$ cat config.mk
export PLATFORM = sky130hd
export DESIGN_NAME = rst_seq
export DESIGN_NICKNAME = d
export VERILOG_FILES = /design/src/shared/rst_seq_pkg.sv /design/src/rtl/rst_seq.sv
export SDC_FILE = /design/constraint.sdc
export NUM_CORES = 1
export LEC_CHECK = 0
export BUFFER_PORTS_ARGS = -buffer_cell sky130_fd_sc_hd__buf_2
export CORE_UTILIZATION = 45
export CTS_CLUSTER_SIZE = 8
export DETAILED_ROUTE_END_ITERATION = 10
export PLACE_DENSITY = 0.68
export RECOVER_POWER = 100
export SKIP_CTS_REPAIR_TIMING = 1
export SLEW_MARGIN = 5
export SYNTH_ARGS = -nofsm -noshare
export SYNTH_HDL_FRONTEND = slang
export SYNTH_SLANG_ARGS = --single-unit
$ cat constraint.sdc
create_clock -name core_clk -period 6.01 [get_ports core_clk]
set_input_delay 1.202 -clock core_clk [delete_from_list [all_inputs] [get_ports core_clk]]
set_output_delay 1.202 -clock core_clk [all_outputs]
set_load 0.01 [all_outputs]
$ cat src/shared/rst_seq_pkg.sv
// Constants for the reset and STOP release controller.
// Assumes a single 10 MHz core clock; all sources arrive as levels or
// one-cycle pulses, pins and detectors asynchronous to that clock.
//
// Summary of operation
// - reset in STOP ends standby, then resets
// - unmasked default-priority request wakes; enable picks service
// - high-priority wake serviced only with both enables
// - four reset sources: pin, watchdog, power clear, LVD
// - every reset restarts from vector 0000H/0001H
// - pin low holds reset, high releases
// - pins high impedance in reset and stabilization
// - watchdog reset releases itself
// - power clear/LVD reset releases when supply recovers
// - oscillators stopped, external clock ignored in reset
// - reset from STOP keeps held state, pins float
// - cause register records watchdog and LVD resets
// - LVD reset spares LVD control registers
// - watchdog reset also reinitializes watchdog
// - reset stops CPU clock and peripherals
// - only program counter undefined during reset
package rst_seq_pkg;

   // -------------------------------------------------------------------
   // timing
   // -------------------------------------------------------------------
   localparam int CLK_HZ = 10_000_000;
   localparam int PIN_LOW_MIN_US = 10;
   localparam int PIN_LOW_CYC =
      (PIN_LOW_MIN_US * CLK_HZ + 999_999) / 1_000_000;
   localparam int OSC_STAB_DEF = 256;
   localparam int WDT_RST_CYC = 4;
   localparam int CNT_W = 16;

   // -------------------------------------------------------------------
   // register map
   // -------------------------------------------------------------------
   localparam logic [3:0] ADDR_CAUSE = 4'h0;
   localparam logic [3:0] ADDR_INT_STAT = 4'h4;
   localparam logic [3:0] ADDR_INT_MASK = 4'h8;
   localparam int CAUSE_WDT_BIT = 0;
   localparam int CAUSE_LVD_BIT = 1;
   localparam int EV_RELEASE_BIT = 0;
   localparam int EV_WAKE_BIT = 1;
   localparam int NUM_EV = 2;
   localparam logic [1:0] CAUSE_RST = 2'h0;
   localparam logic [1:0] INT_RST = 2'h0;
   localparam logic [15:0] RESET_VECTOR_ADDR = 16'h0000;

   typedef enum logic [2:0] {
      ST_RUN,
      ST_STOP,
      ST_HOLD,
      ST_STAB,
      ST_PROC
   } seq_state_e;

endpackage : rst_seq_pkg

$ cat src/rtl/rst_seq.sv
// Reset combiner, reset sequencer and STOP release decision.
// Assumes the CPU pulses stop_enter when it executes STOP and reads the
// vector at vector_addr when vector_load pulses.
//
// Strobed register access and the placing of the registers were left to the implementer.
`timescale 1ns/100ps
module rst_seq
   import rst_seq_pkg::*;
#(
   parameter int OSC_STAB_CYC = OSC_STAB_DEF
) (
   input wire logic core_clk,
   input wire logic rst,
   input wire logic reset_pin_n,
   input wire logic wdt_overflow,
   input wire logic pwr_clear_low,
   input wire logic lvd_low,
   input wire logic stop_enter,
   input wire logic intr_req,
   input wire logic interrupt_mask_flag,
   input wire logic interrupt_priority_flag,
   input wire logic global_interrupt_enable,
   input wire logic in_service_priority_flag,
   input wire logic [3:0] reg_addr,
   input wire logic [7:0] reg_wdata,
   input wire logic reg_wr,
   input wire logic reg_rd,
   output logic [7:0] reg_rdata,
   output logic sys_reset,
   output logic cpu_clk_en,
   output logic osc_stop,
   output logic ext_clk_ignore,
   output logic pins_hiz,
   output logic periph_reset,
   output logic lvd_regs_reset,
   output logic wdt_reset,
   output logic pc_undefined,
   output logic stop_hold,
   output logic stop_active,
   output logic wake_next,
   output logic wake_service,
   output logic vector_load,
   output logic [15:0] vector_addr,
   output logic irq
);

   localparam logic [CNT_W-1:0] PIN_LOW_LIM = CNT_W'(PIN_LOW_CYC);
   localparam logic [CNT_W-1:0] STAB_LOAD = CNT_W'(OSC_STAB_CYC);
   localparam logic [3:0] WDT_LOAD = 4'(WDT_RST_CYC);

   // -------------------------------------------------------------------
   // synchronisers for pin and detector levels
   // -------------------------------------------------------------------
   logic [2:0] sync1_ff;
   logic [2:0] sync2_ff;

   always_ff @(posedge core_clk or posedge rst) begin
      if (rst) begin
         sync1_ff <= 3'h1;
         sync2_ff <= 3'h1;
      end else begin
         sync1_ff <= {lvd_low, pwr_clear_low, reset_pin_n};
         sync2_ff <= sync1_ff;
      end
   end

   logic pin_s_n;
   logic pwr_clear_s;
   logic lvd_s;
   assign pin_s_n = sync2_ff[0];
   assign pwr_clear_s = sync2_ff[1];
   assign lvd_s = sync2_ff[2];

   // -------------------------------------------------------------------
   // pin low filter
   // -------------------------------------------------------------------
   // glitches shorter than the minimum width are not taken as a reset
   logic [CNT_W-1:0] pin_low_cnt_ff;
   logic pin_rst;

   always_ff @(posedge core_clk or posedge rst) begin
      if (rst) begin
         pin_low_cnt_ff <= '0;
      end else if (pin_s_n) begin
         pin_low_cnt_ff <= '0;
      end else if (pin_low_cnt_ff != PIN_LOW_LIM) begin
         pin_low_cnt_ff <= pin_low_cnt_ff + 1'b1;
      end
   end

   assign pin_rst = !pin_s_n && (pin_low_cnt_ff == PIN_LOW_LIM);

   // -------------------------------------------------------------------
   // watchdog reset pulse stretcher
   // -------------------------------------------------------------------
   logic [3:0] wdt_cnt_ff;
   logic wdt_hold;

   always_ff @(posedge core_clk or posedge rst) begin
      if (rst) begin
         wdt_cnt_ff <= '0;
      end else if (wdt_overflow) begin
         wdt_cnt_ff <= WDT_LOAD;
      end else if (wdt_cnt_ff != 4'h0) begin
         wdt_cnt_ff <= wdt_cnt_ff - 1'b1;
      end
   end

   assign wdt_hold = (wdt_cnt_ff != 4'h0);

   logic any_src;
   assign any_src = pin_rst || wdt_hold || pwr_clear_s || lvd_s;

   // -------------------------------------------------------------------
   // sequencer
   // -------------------------------------------------------------------
   seq_state_e state_ff;
   seq_state_e nxt_state;
   logic [CNT_W-1:0] stab_cnt_ff;
   logic from_stop_ff;
   logic wake;
   logic wake_svc;

   assign wake = intr_req && !interrupt_mask_flag;
   // high priority needs both enables; default priority only global enable
   assign wake_svc = global_interrupt_enable &&
      (!interrupt_priority_flag || in_service_priority_flag);

   always_comb begin
      nxt_state = state_ff;
      case (state_ff)
         ST_RUN: begin
            if (any_src) begin
               nxt_state = ST_HOLD;
            end else if (stop_enter) begin
               nxt_state = ST_STOP;
            end
         end
         ST_STOP: begin
            if (any_src) begin
               nxt_state = ST_HOLD;
            end else if (wake) begin
               nxt_state = ST_RUN;
            end
         end
         ST_HOLD: begin
            if (!any_src) begin
               nxt_state = ST_STAB;
            end
         end
         ST_STAB: begin
            if (any_src) begin
               nxt_state = ST_HOLD;
            end else if (stab_cnt_ff <= 16'h0001) begin
               nxt_state = ST_PROC;
            end
         end
         ST_PROC: begin
            nxt_state = any_src ? ST_HOLD : ST_RUN;
         end
         default: begin
            nxt_state = ST_HOLD;
         end
      endcase
   end

   always_ff @(posedge core_clk or posedge rst) begin
      if (rst) begin
         state_ff <= ST_HOLD;
      end else begin
         state_ff <= nxt_state;
      end
   end

   always_ff @(posedge core_clk or posedge rst) begin
      if (rst) begin
         stab_cnt_ff <= '0;
      end else if (nxt_state == ST_STAB && state_ff != ST_STAB) begin
         stab_cnt_ff <= STAB_LOAD;
      end else if (state_ff == ST_STAB && stab_cnt_ff != '0) begin
         stab_cnt_ff <= stab_cnt_ff - 1'b1;
      end
   end

   // remembers that the reset hit during STOP so its state is kept
   always_ff @(posedge core_clk or posedge rst) begin
      if (rst) begin
         from_stop_ff <= 1'b0;
      end else if (state_ff == ST_STOP && any_src) begin
         from_stop_ff <= 1'b1;
      end else if (state_ff != ST_HOLD) begin
         from_stop_ff <= 1'b0;
      end
   end

   // -------------------------------------------------------------------
   // registered event pulses to the CPU
   // -------------------------------------------------------------------
   logic wake_next_ff;
   logic wake_svc_ff;
   logic vec_ff;

   always_ff @(posedge core_clk or posedge rst) begin
      if (rst) begin
         wake_next_ff <= 1'b0;
         wake_svc_ff <= 1'b0;
         vec_ff <= 1'b0;
      end else begin
         wake_next_ff <= state_ff == ST_STOP && !any_src && wake &&
            !wake_svc;
         wake_svc_ff <= state_ff == ST_STOP && !any_src && wake &&
            wake_svc;
         vec_ff <= state_ff == ST_STAB && nxt_state == ST_PROC;
      end
   end

   logic in_rst;
   assign in_rst = (state_ff == ST_HOLD);

   assign sys_reset = in_rst;
   assign cpu_clk_en = (state_ff == ST_RUN);
   assign osc_stop = in_rst;
   assign ext_clk_ignore = in_rst;
   assign pins_hiz = in_rst || state_ff == ST_STAB;
   assign periph_reset = in_rst && !from_stop_ff;
   assign stop_hold = in_rst && from_stop_ff;
   // lvd control survives its own reset
   assign lvd_regs_reset = pin_rst || pwr_clear_s || wdt_hold;
   assign wdt_reset = wdt_hold;
   assign pc_undefined = in_rst || state_ff == ST_STAB;
   assign stop_active = (state_ff == ST_STOP);
   assign wake_next = wake_next_ff;
   assign wake_service = wake_svc_ff;
   assign vector_load = vec_ff;
   assign vector_addr = RESET_VECTOR_ADDR;

   // -------------------------------------------------------------------
   // cause flags
   // -------------------------------------------------------------------
   logic [1:0] cause_ff;
   logic cause_clr;
   assign cause_clr = pin_rst || pwr_clear_s;

   always_ff @(posedge core_clk or posedge rst) begin
      if (rst) begin
         cause_ff <= CAUSE_RST;
      end else begin
         // a fresh cause wins over a simultaneous clearing source
         if (wdt_overflow) begin
            cause_ff[CAUSE_WDT_BIT] <= 1'b1;
         end else if (cause_clr) begin
            cause_ff[CAUSE_WDT_BIT] <= 1'b0;
         end
         if (lvd_s) begin
            cause_ff[CAUSE_LVD_BIT] <= 1'b1;
         end else if (cause_clr) begin
            cause_ff[CAUSE_LVD_BIT] <= 1'b0;
         end
      end
   end

   // -------------------------------------------------------------------
   // interrupt status and mask
   // -------------------------------------------------------------------
   logic [NUM_EV-1:0] int_stat_ff;
   logic [NUM_EV-1:0] int_mask_ff;
   logic [NUM_EV-1:0] ev;
   assign ev = {wake_next_ff || wake_svc_ff, vec_ff};

   generate
      for (genvar i = 0; i < NUM_EV; i++) begin : g_ev
         always_ff @(posedge core_clk or posedge rst) begin
            if (rst) begin
               int_stat_ff[i] <= 1'b0;
            end else if (ev[i]) begin
               int_stat_ff[i] <= 1'b1;
            end else if (reg_wr && reg_addr == ADDR_INT_STAT &&
                         reg_wdata[i]) begin
               int_stat_ff[i] <= 1'b0;
            end
         end
      end
   endgenerate

   always_ff @(posedge core_clk or posedge rst) begin
      if (rst) begin
         int_mask_ff <= INT_RST;
      end else if (reg_wr && reg_addr == ADDR_INT_MASK) begin
         int_mask_ff <= reg_wdata[NUM_EV-1:0];
      end
   end

   assign irq = |(int_stat_ff & int_mask_ff);

   // -------------------------------------------------------------------
   // read port
   // -------------------------------------------------------------------
   logic [7:0] rdata_ff;

   always_ff @(posedge core_clk or posedge rst) begin
      if (rst) begin
         rdata_ff <= 8'h00;
      end else if (reg_rd) begin
         case (reg_addr)
            ADDR_CAUSE: rdata_ff <= {6'h00, cause_ff};
            ADDR_INT_STAT: rdata_ff <= {6'h00, int_stat_ff};
            ADDR_INT_MASK: rdata_ff <= {6'h00, int_mask_ff};
            default: rdata_ff <= 8'h00;
         endcase
      end else begin
         rdata_ff <= 8'h00;
      end
   end

   assign reg_rdata = rdata_ff;

   // -------------------------------------------------------------------
   // checks
   // -------------------------------------------------------------------
   localparam int WDT_MAX = WDT_RST_CYC + 1;
endmodule : rst_seq

# --- After elaboration in Yosys (flattened, before gate mapping) ---
# Cells that the tools add are included.
word_totals:
  ff_bits: 63
  input_bits: 26
  out_inout_bits: 39
  wordCells: 103
op_classes:
  n_addsub: 3
  magnitude_cmp: 1
  eq_ne: 12
  muxes: 26
  bitwise_logic: 1
  reduce_logical: 44
ops:
  columns: ["op", "count"]
  rows:
  - ["two-way mux 16 bit", 4]
  - ["two-way mux 3 bit", 7]
  - ["logical AND 1 bit", 17]
  - ["adder 16 x 1 -> 16 bit (second input constant)", 1]
  - ["equality test 16 x 7 -> 1 bit (second input constant)", 1]
  - ["<= comparator 16 x 1 -> 1 bit (second input constant)", 1]
  - ["inequality test 16 x 7 -> 1 bit (second input constant)", 1]
  - ["nonzero test 16 bit", 1]
  - ["nonzero test 2 bit", 8]
  - ["subtractor 16 x 1 -> 16 bit (second input constant)", 1]
  - ["one-hot mux 3 bit (5 select lines)", 1]
  - ["equality test 3 x 2 -> 1 bit (second input constant)", 3]
  - ["two-way mux 1 bit", 9]
  - ["logical OR 1 bit", 8]
  - ["two-way mux 4 bit", 2]
  - ["two-way mux 8 bit", 1]
  - ["equality test 3 bit (second input constant)", 2]
  - ["logical NOT 1 bit", 6]
  - ["inequality test 3 x 2 -> 1 bit (second input constant)", 2]
  - ["one-hot mux 2 bit (3 select lines)", 1]
  - ["equality test 4 x 3 -> 1 bit (second input constant)", 1]
  - ["equality test 4 bit (second input constant)", 1]
  - ["logical NOT 4 bit", 1]
  - ["nonzero test 4 bit", 1]
  - ["other kinds (6)", 6]

# --- Logic depth before layout (Yosys ltp) ---
logic_depth:
  ltp_word: 10
  depth_mapped: 8
  depth_no_buf: 7

# --- Worst setup path after synthesis ---
# OpenSTA, ideal clock, no wires.
synth_path:
  kind: "flip-flop to output port"
  start: "register sync2_ff[0]"
  end: "output lvd_regs_reset"
  arrival_ns: 1.421
  t_required_ns: 4.808
  setup_slack_ns: 3.387
  stages_incl_launch_ff: 6
  n_path_buf: 1
  cell_sequence: "dfstp_2 -> clkbuf_1 -> or4_1 -> nor4_1 -> nor2_1 -> nand2_1"
synth_via:
  elab_chain_len: 4
synth_lines:
  columns: ["element", "line_no", "text"]
  rows:
  - ["start: declaration", "rst_seq.sv:55", "logic [2:0] sync2_ff;"]
  - ["start signal: assignment", "rst_seq.sv:63", "sync2_ff <= sync1_ff;"]
  - ["logical NOT 1 bit", "rst_seq.sv:91", "assign pin_rst = !pin_s_n && (pin_low_cnt_ff == PIN_LOW_LIM);"]
  - ["logical AND 1 bit", "rst_seq.sv:91", null]
  - ["logical OR 1 bit (2 in series)", "rst_seq.sv:228", "assign lvd_regs_reset = pin_rst || pwr_clear_s || wdt_hold;"]
  - ["end: declaration", "rst_seq.sv:35", "output logic lvd_regs_reset,"]
# Every way passes these cells.

==> results.sh <==
export IMPL_yosysSeqAreaShare=0.485
export IMPL_p_leak_nw=1.50
export IMPL_worst_slew_pin_slew_ps=3000
export IMPL_core_area_um2=6350
export IMPL_crit_path_max_incr_delay_ps=2110
export IMPL_synth_edf_count=0
export IMPL_p_per_area_nw_per_um2=353
export IMPL_timing_hold_worst_class="flop to flop"
export IMPL_synth_area_um2=2950
export IMPL_grt_overflow=0
export IMPL_tns_ps=0
export IMPL_whs_ps=357
export IMPL_fin_crit_sh=0.616
export IMPL_grt_pass1_vias=2044
export IMPL_critical_path_top_delay_family="buffers and inverters"
export IMPL_worstPathRequired_ps=5790
export IMPL_cts_clk_slew_worst_paths_ps=60
export IMPL_root_buffer="clkbuf_8"
export IMPL_place_gp_congestion=0.801
export IMPL_relSlewSlack=-1.00
export IMPL_antenna_found_initial=0
export IMPL_synthCells=306
export IMPL_dr_first_iter_drc_count=140
export IMPL_start_util=0.465
export IMPL_fp_dieW_um=83.0
export IMPL_fin_crit_ps=3700
export IMPL_maxSlewViolCount=58
export IMPL_place_hpwl_um=3590
export IMPL_track_usage=0.166
export IMPL_cap_violations=1
export IMPL_critPathKind="input port to async pin"
export IMPL_die_y_um=83.0
export IMPL_ys_warn_count=0
export IMPL_routed_via_density=5.01
export IMPL_startpoint_type="input port"
export IMPL_clkSinkCount=57
export IMPL_remaining_drc_errors=0
export IMPL_cts_tree="built"
export IMPL_ys_flop_type="dfrtp_1"
export IMPL_cts_buffer_depth=2
export IMPL_cts_max_level=3
export IMPL_n_antenna_cell=0
export IMPL_port_buffers=36
export IMPL_synth_seq_cells=57
export IMPL_setup_viol_count_final=0
export IMPL_ant_nets=0
export IMPL_cp_cell_sequence="buf_2 > inv_1 > clkbuf_1"
export IMPL_wl_per_cell_um=12.1
export IMPL_rows=29
export IMPL_ir_drop_uv=178
export IMPL_final_layout_size_suffix_gt1_frac=0.120
export IMPL_end_kind="async pin"
export IMPL_cp_max_fo=57
export IMPL_max_freq_mhz=270
export IMPL_cts_buffers_inserted=9
export IMPL_cp_buffers_inverters=3
export IMPL_failed_checks="max-capacitance violations, max-slew violations"
export IMPL_status="finished with violations"
export IMPL_cp_arrival_ps=3480
export IMPL_synth_distinct_cells=40
export IMPL_routed_wl_um=5180
export IMPL_die_area_um2=6890
export IMPL_grt_pass1_wl_um=9050
export IMPL_fin_skew_ps=6.16
export IMPL_vias=2146
export IMPL_synth_async_sr_flop_share=1.00
export IMPL_syn2layout_area_growth_pct=12.1
export IMPL_syn_area_per_cell_um2=9.65
export IMPL_fin_nets=379
export IMPL_clock_latency_ps=330
export IMPL_total_power_mw=1.17
export IMPL_io_pins=65
export IMPL_rsz0062_at_grt="false"
export IMPL_first_pass_iters=5
export IMPL_hold_viol=0
export IMPL_grt_max_degree=58
export IMPL_crit_slowest_cell="clkbuf_1"
==> cells in the mapped netlist, drive strengths merged (3+ instances only) <==
cell / n / area [um2]
dfrtp: 54 / 1350
nor2: 47 / 176
buf: 27 / 198
nand2: 17 / 63.8
xnor2: 17 / 149
inv: 16 / 60.1
a21oi: 10 / 50.1
nor3: 10 / 50.1
nor4: 10 / 68.8
xor2: 10 / 87.6
nand3: 9 / 45.0
ha: 7 / 87.6
o21ai: 7 / 35.0
or3: 7 / 45.1
nand4: 6 / 37.5
or4: 6 / 45.0
nor3b: 5 / 37.5
a21o: 4 / 30.0
nand4b: 4 / 35.0
and2: 3 / 18.8
clkbuf: 3 / 11.3
dfstp: 3 / 78.8
nor4b: 3 / 26.3
==> through the flow <==
step,area [um2],std cells,util,setup WS (ps)
global route,3310,428,0.521,1710
floorplan,3030,327,-,3390
finish,3310,428,0.521,2310
detailed placement,3110,412,0.490,3120
global placement,3110,412,0.490,3140
CTS,3340,428,0.526,2750
==> layout by cell type, fill, tap and decap left out, drive strengths merged, types with 2 or more instances in the layout <==
cell type,synthesis,final
or4,6,6
o21ai,7,7
mux2,2,2
nand4,6,6
a21o,4,4
inv,16,16
xnor2,17,17
nor2,47,47
mux2i,2,2
buf,27,20
nand4b,4,4
nor4,10,10
conb,1,22
nand2b,2,2
nor2b,2,2
xor2,10,10
and2,3,3
dfrtp,54,54
a21oi,10,10
clkinv,0,2
nand2,17,17
or3,7,7
nand3,9,9
nand3b,2,2
nor4b,3,3
bufinv,0,2
clkbuf,3,29
dfstp,3,3
a211oi,2,2
ha,7,7
nor3b,5,5
nor3,10,10
and3,2,2
==> power by group <==
group	leakage, nW	total, mW	internal (mW)	switching [mW]
registers	0.744	0.500	0.443	0.0572
clock network	0.115	0.406	0.254	0.152
logic	0.637	0.262	0.111	0.151
==> cell families (layout without fill, tap and decap cells) <==
group,after synthesis,in the layout,synth area share
adders and majority gates,7,7,0.0297
other,1,22,0.00127
xor gates and xnor gates,27,27,0.0801
and+or+nand+nor,138,138,0.246
muxes,4,4,0.0144
DFF,57,57,0.485
AOI/OAI and AO/OA,26,26,0.0526
buffers and inverters,46,70,0.0911
==> final timing paths <==
kind	from	to	slack, ps	depth (start not counted)
max	rst	sync2_ff[1]	2310	3
min	sync1_ff[0]	sync2_ff[0]	360	0
max reg2reg	wdt_cnt_ff[0]	stab_cnt_ff[0]	3460	8
min reg2reg	sync1_ff[0]	sync2_ff[0]	360	0
max in group core_clk	pin_low_cnt_ff[3]	lvd_regs_reset	2750	5
min in group asynchronous	rst	sync1_ff[2]	2000	3
==> flip-flops by register name, summed over array words and instances, names as in the netlist, 2 cells and up <==
signal / flops
sync2_ff: 3
int_stat_ff: 2
pin_low_cnt_ff: 16
stab_cnt_ff: 16
sync1_ff: 3
wdt_cnt_ff: 4
reg_rdata: 2
cause_ff: 2
int_mask_ff: 2
state_ff: 3
==> per-layer routing <==
metal,up-vias,wire length [um],global-route usage
met2,51,2370,0.250
met4,0,51,0.0737
met5,-,0,0
met1,1014,2480,0.213
li1,1077,-,-
met3,4,272,0.0616
==> final cells by class <==
type                       instances  area, um2
multi-input combinational        224       1330
sequential                        57       1430
tap                               77       96.3
inverter                          16       60.1
clock buffer                      11        151
timing repair buffer              38        168
clock inverter                     5       77.6
fill                             576       3040
Note: power is estimated with default switching activity, not from simulation.
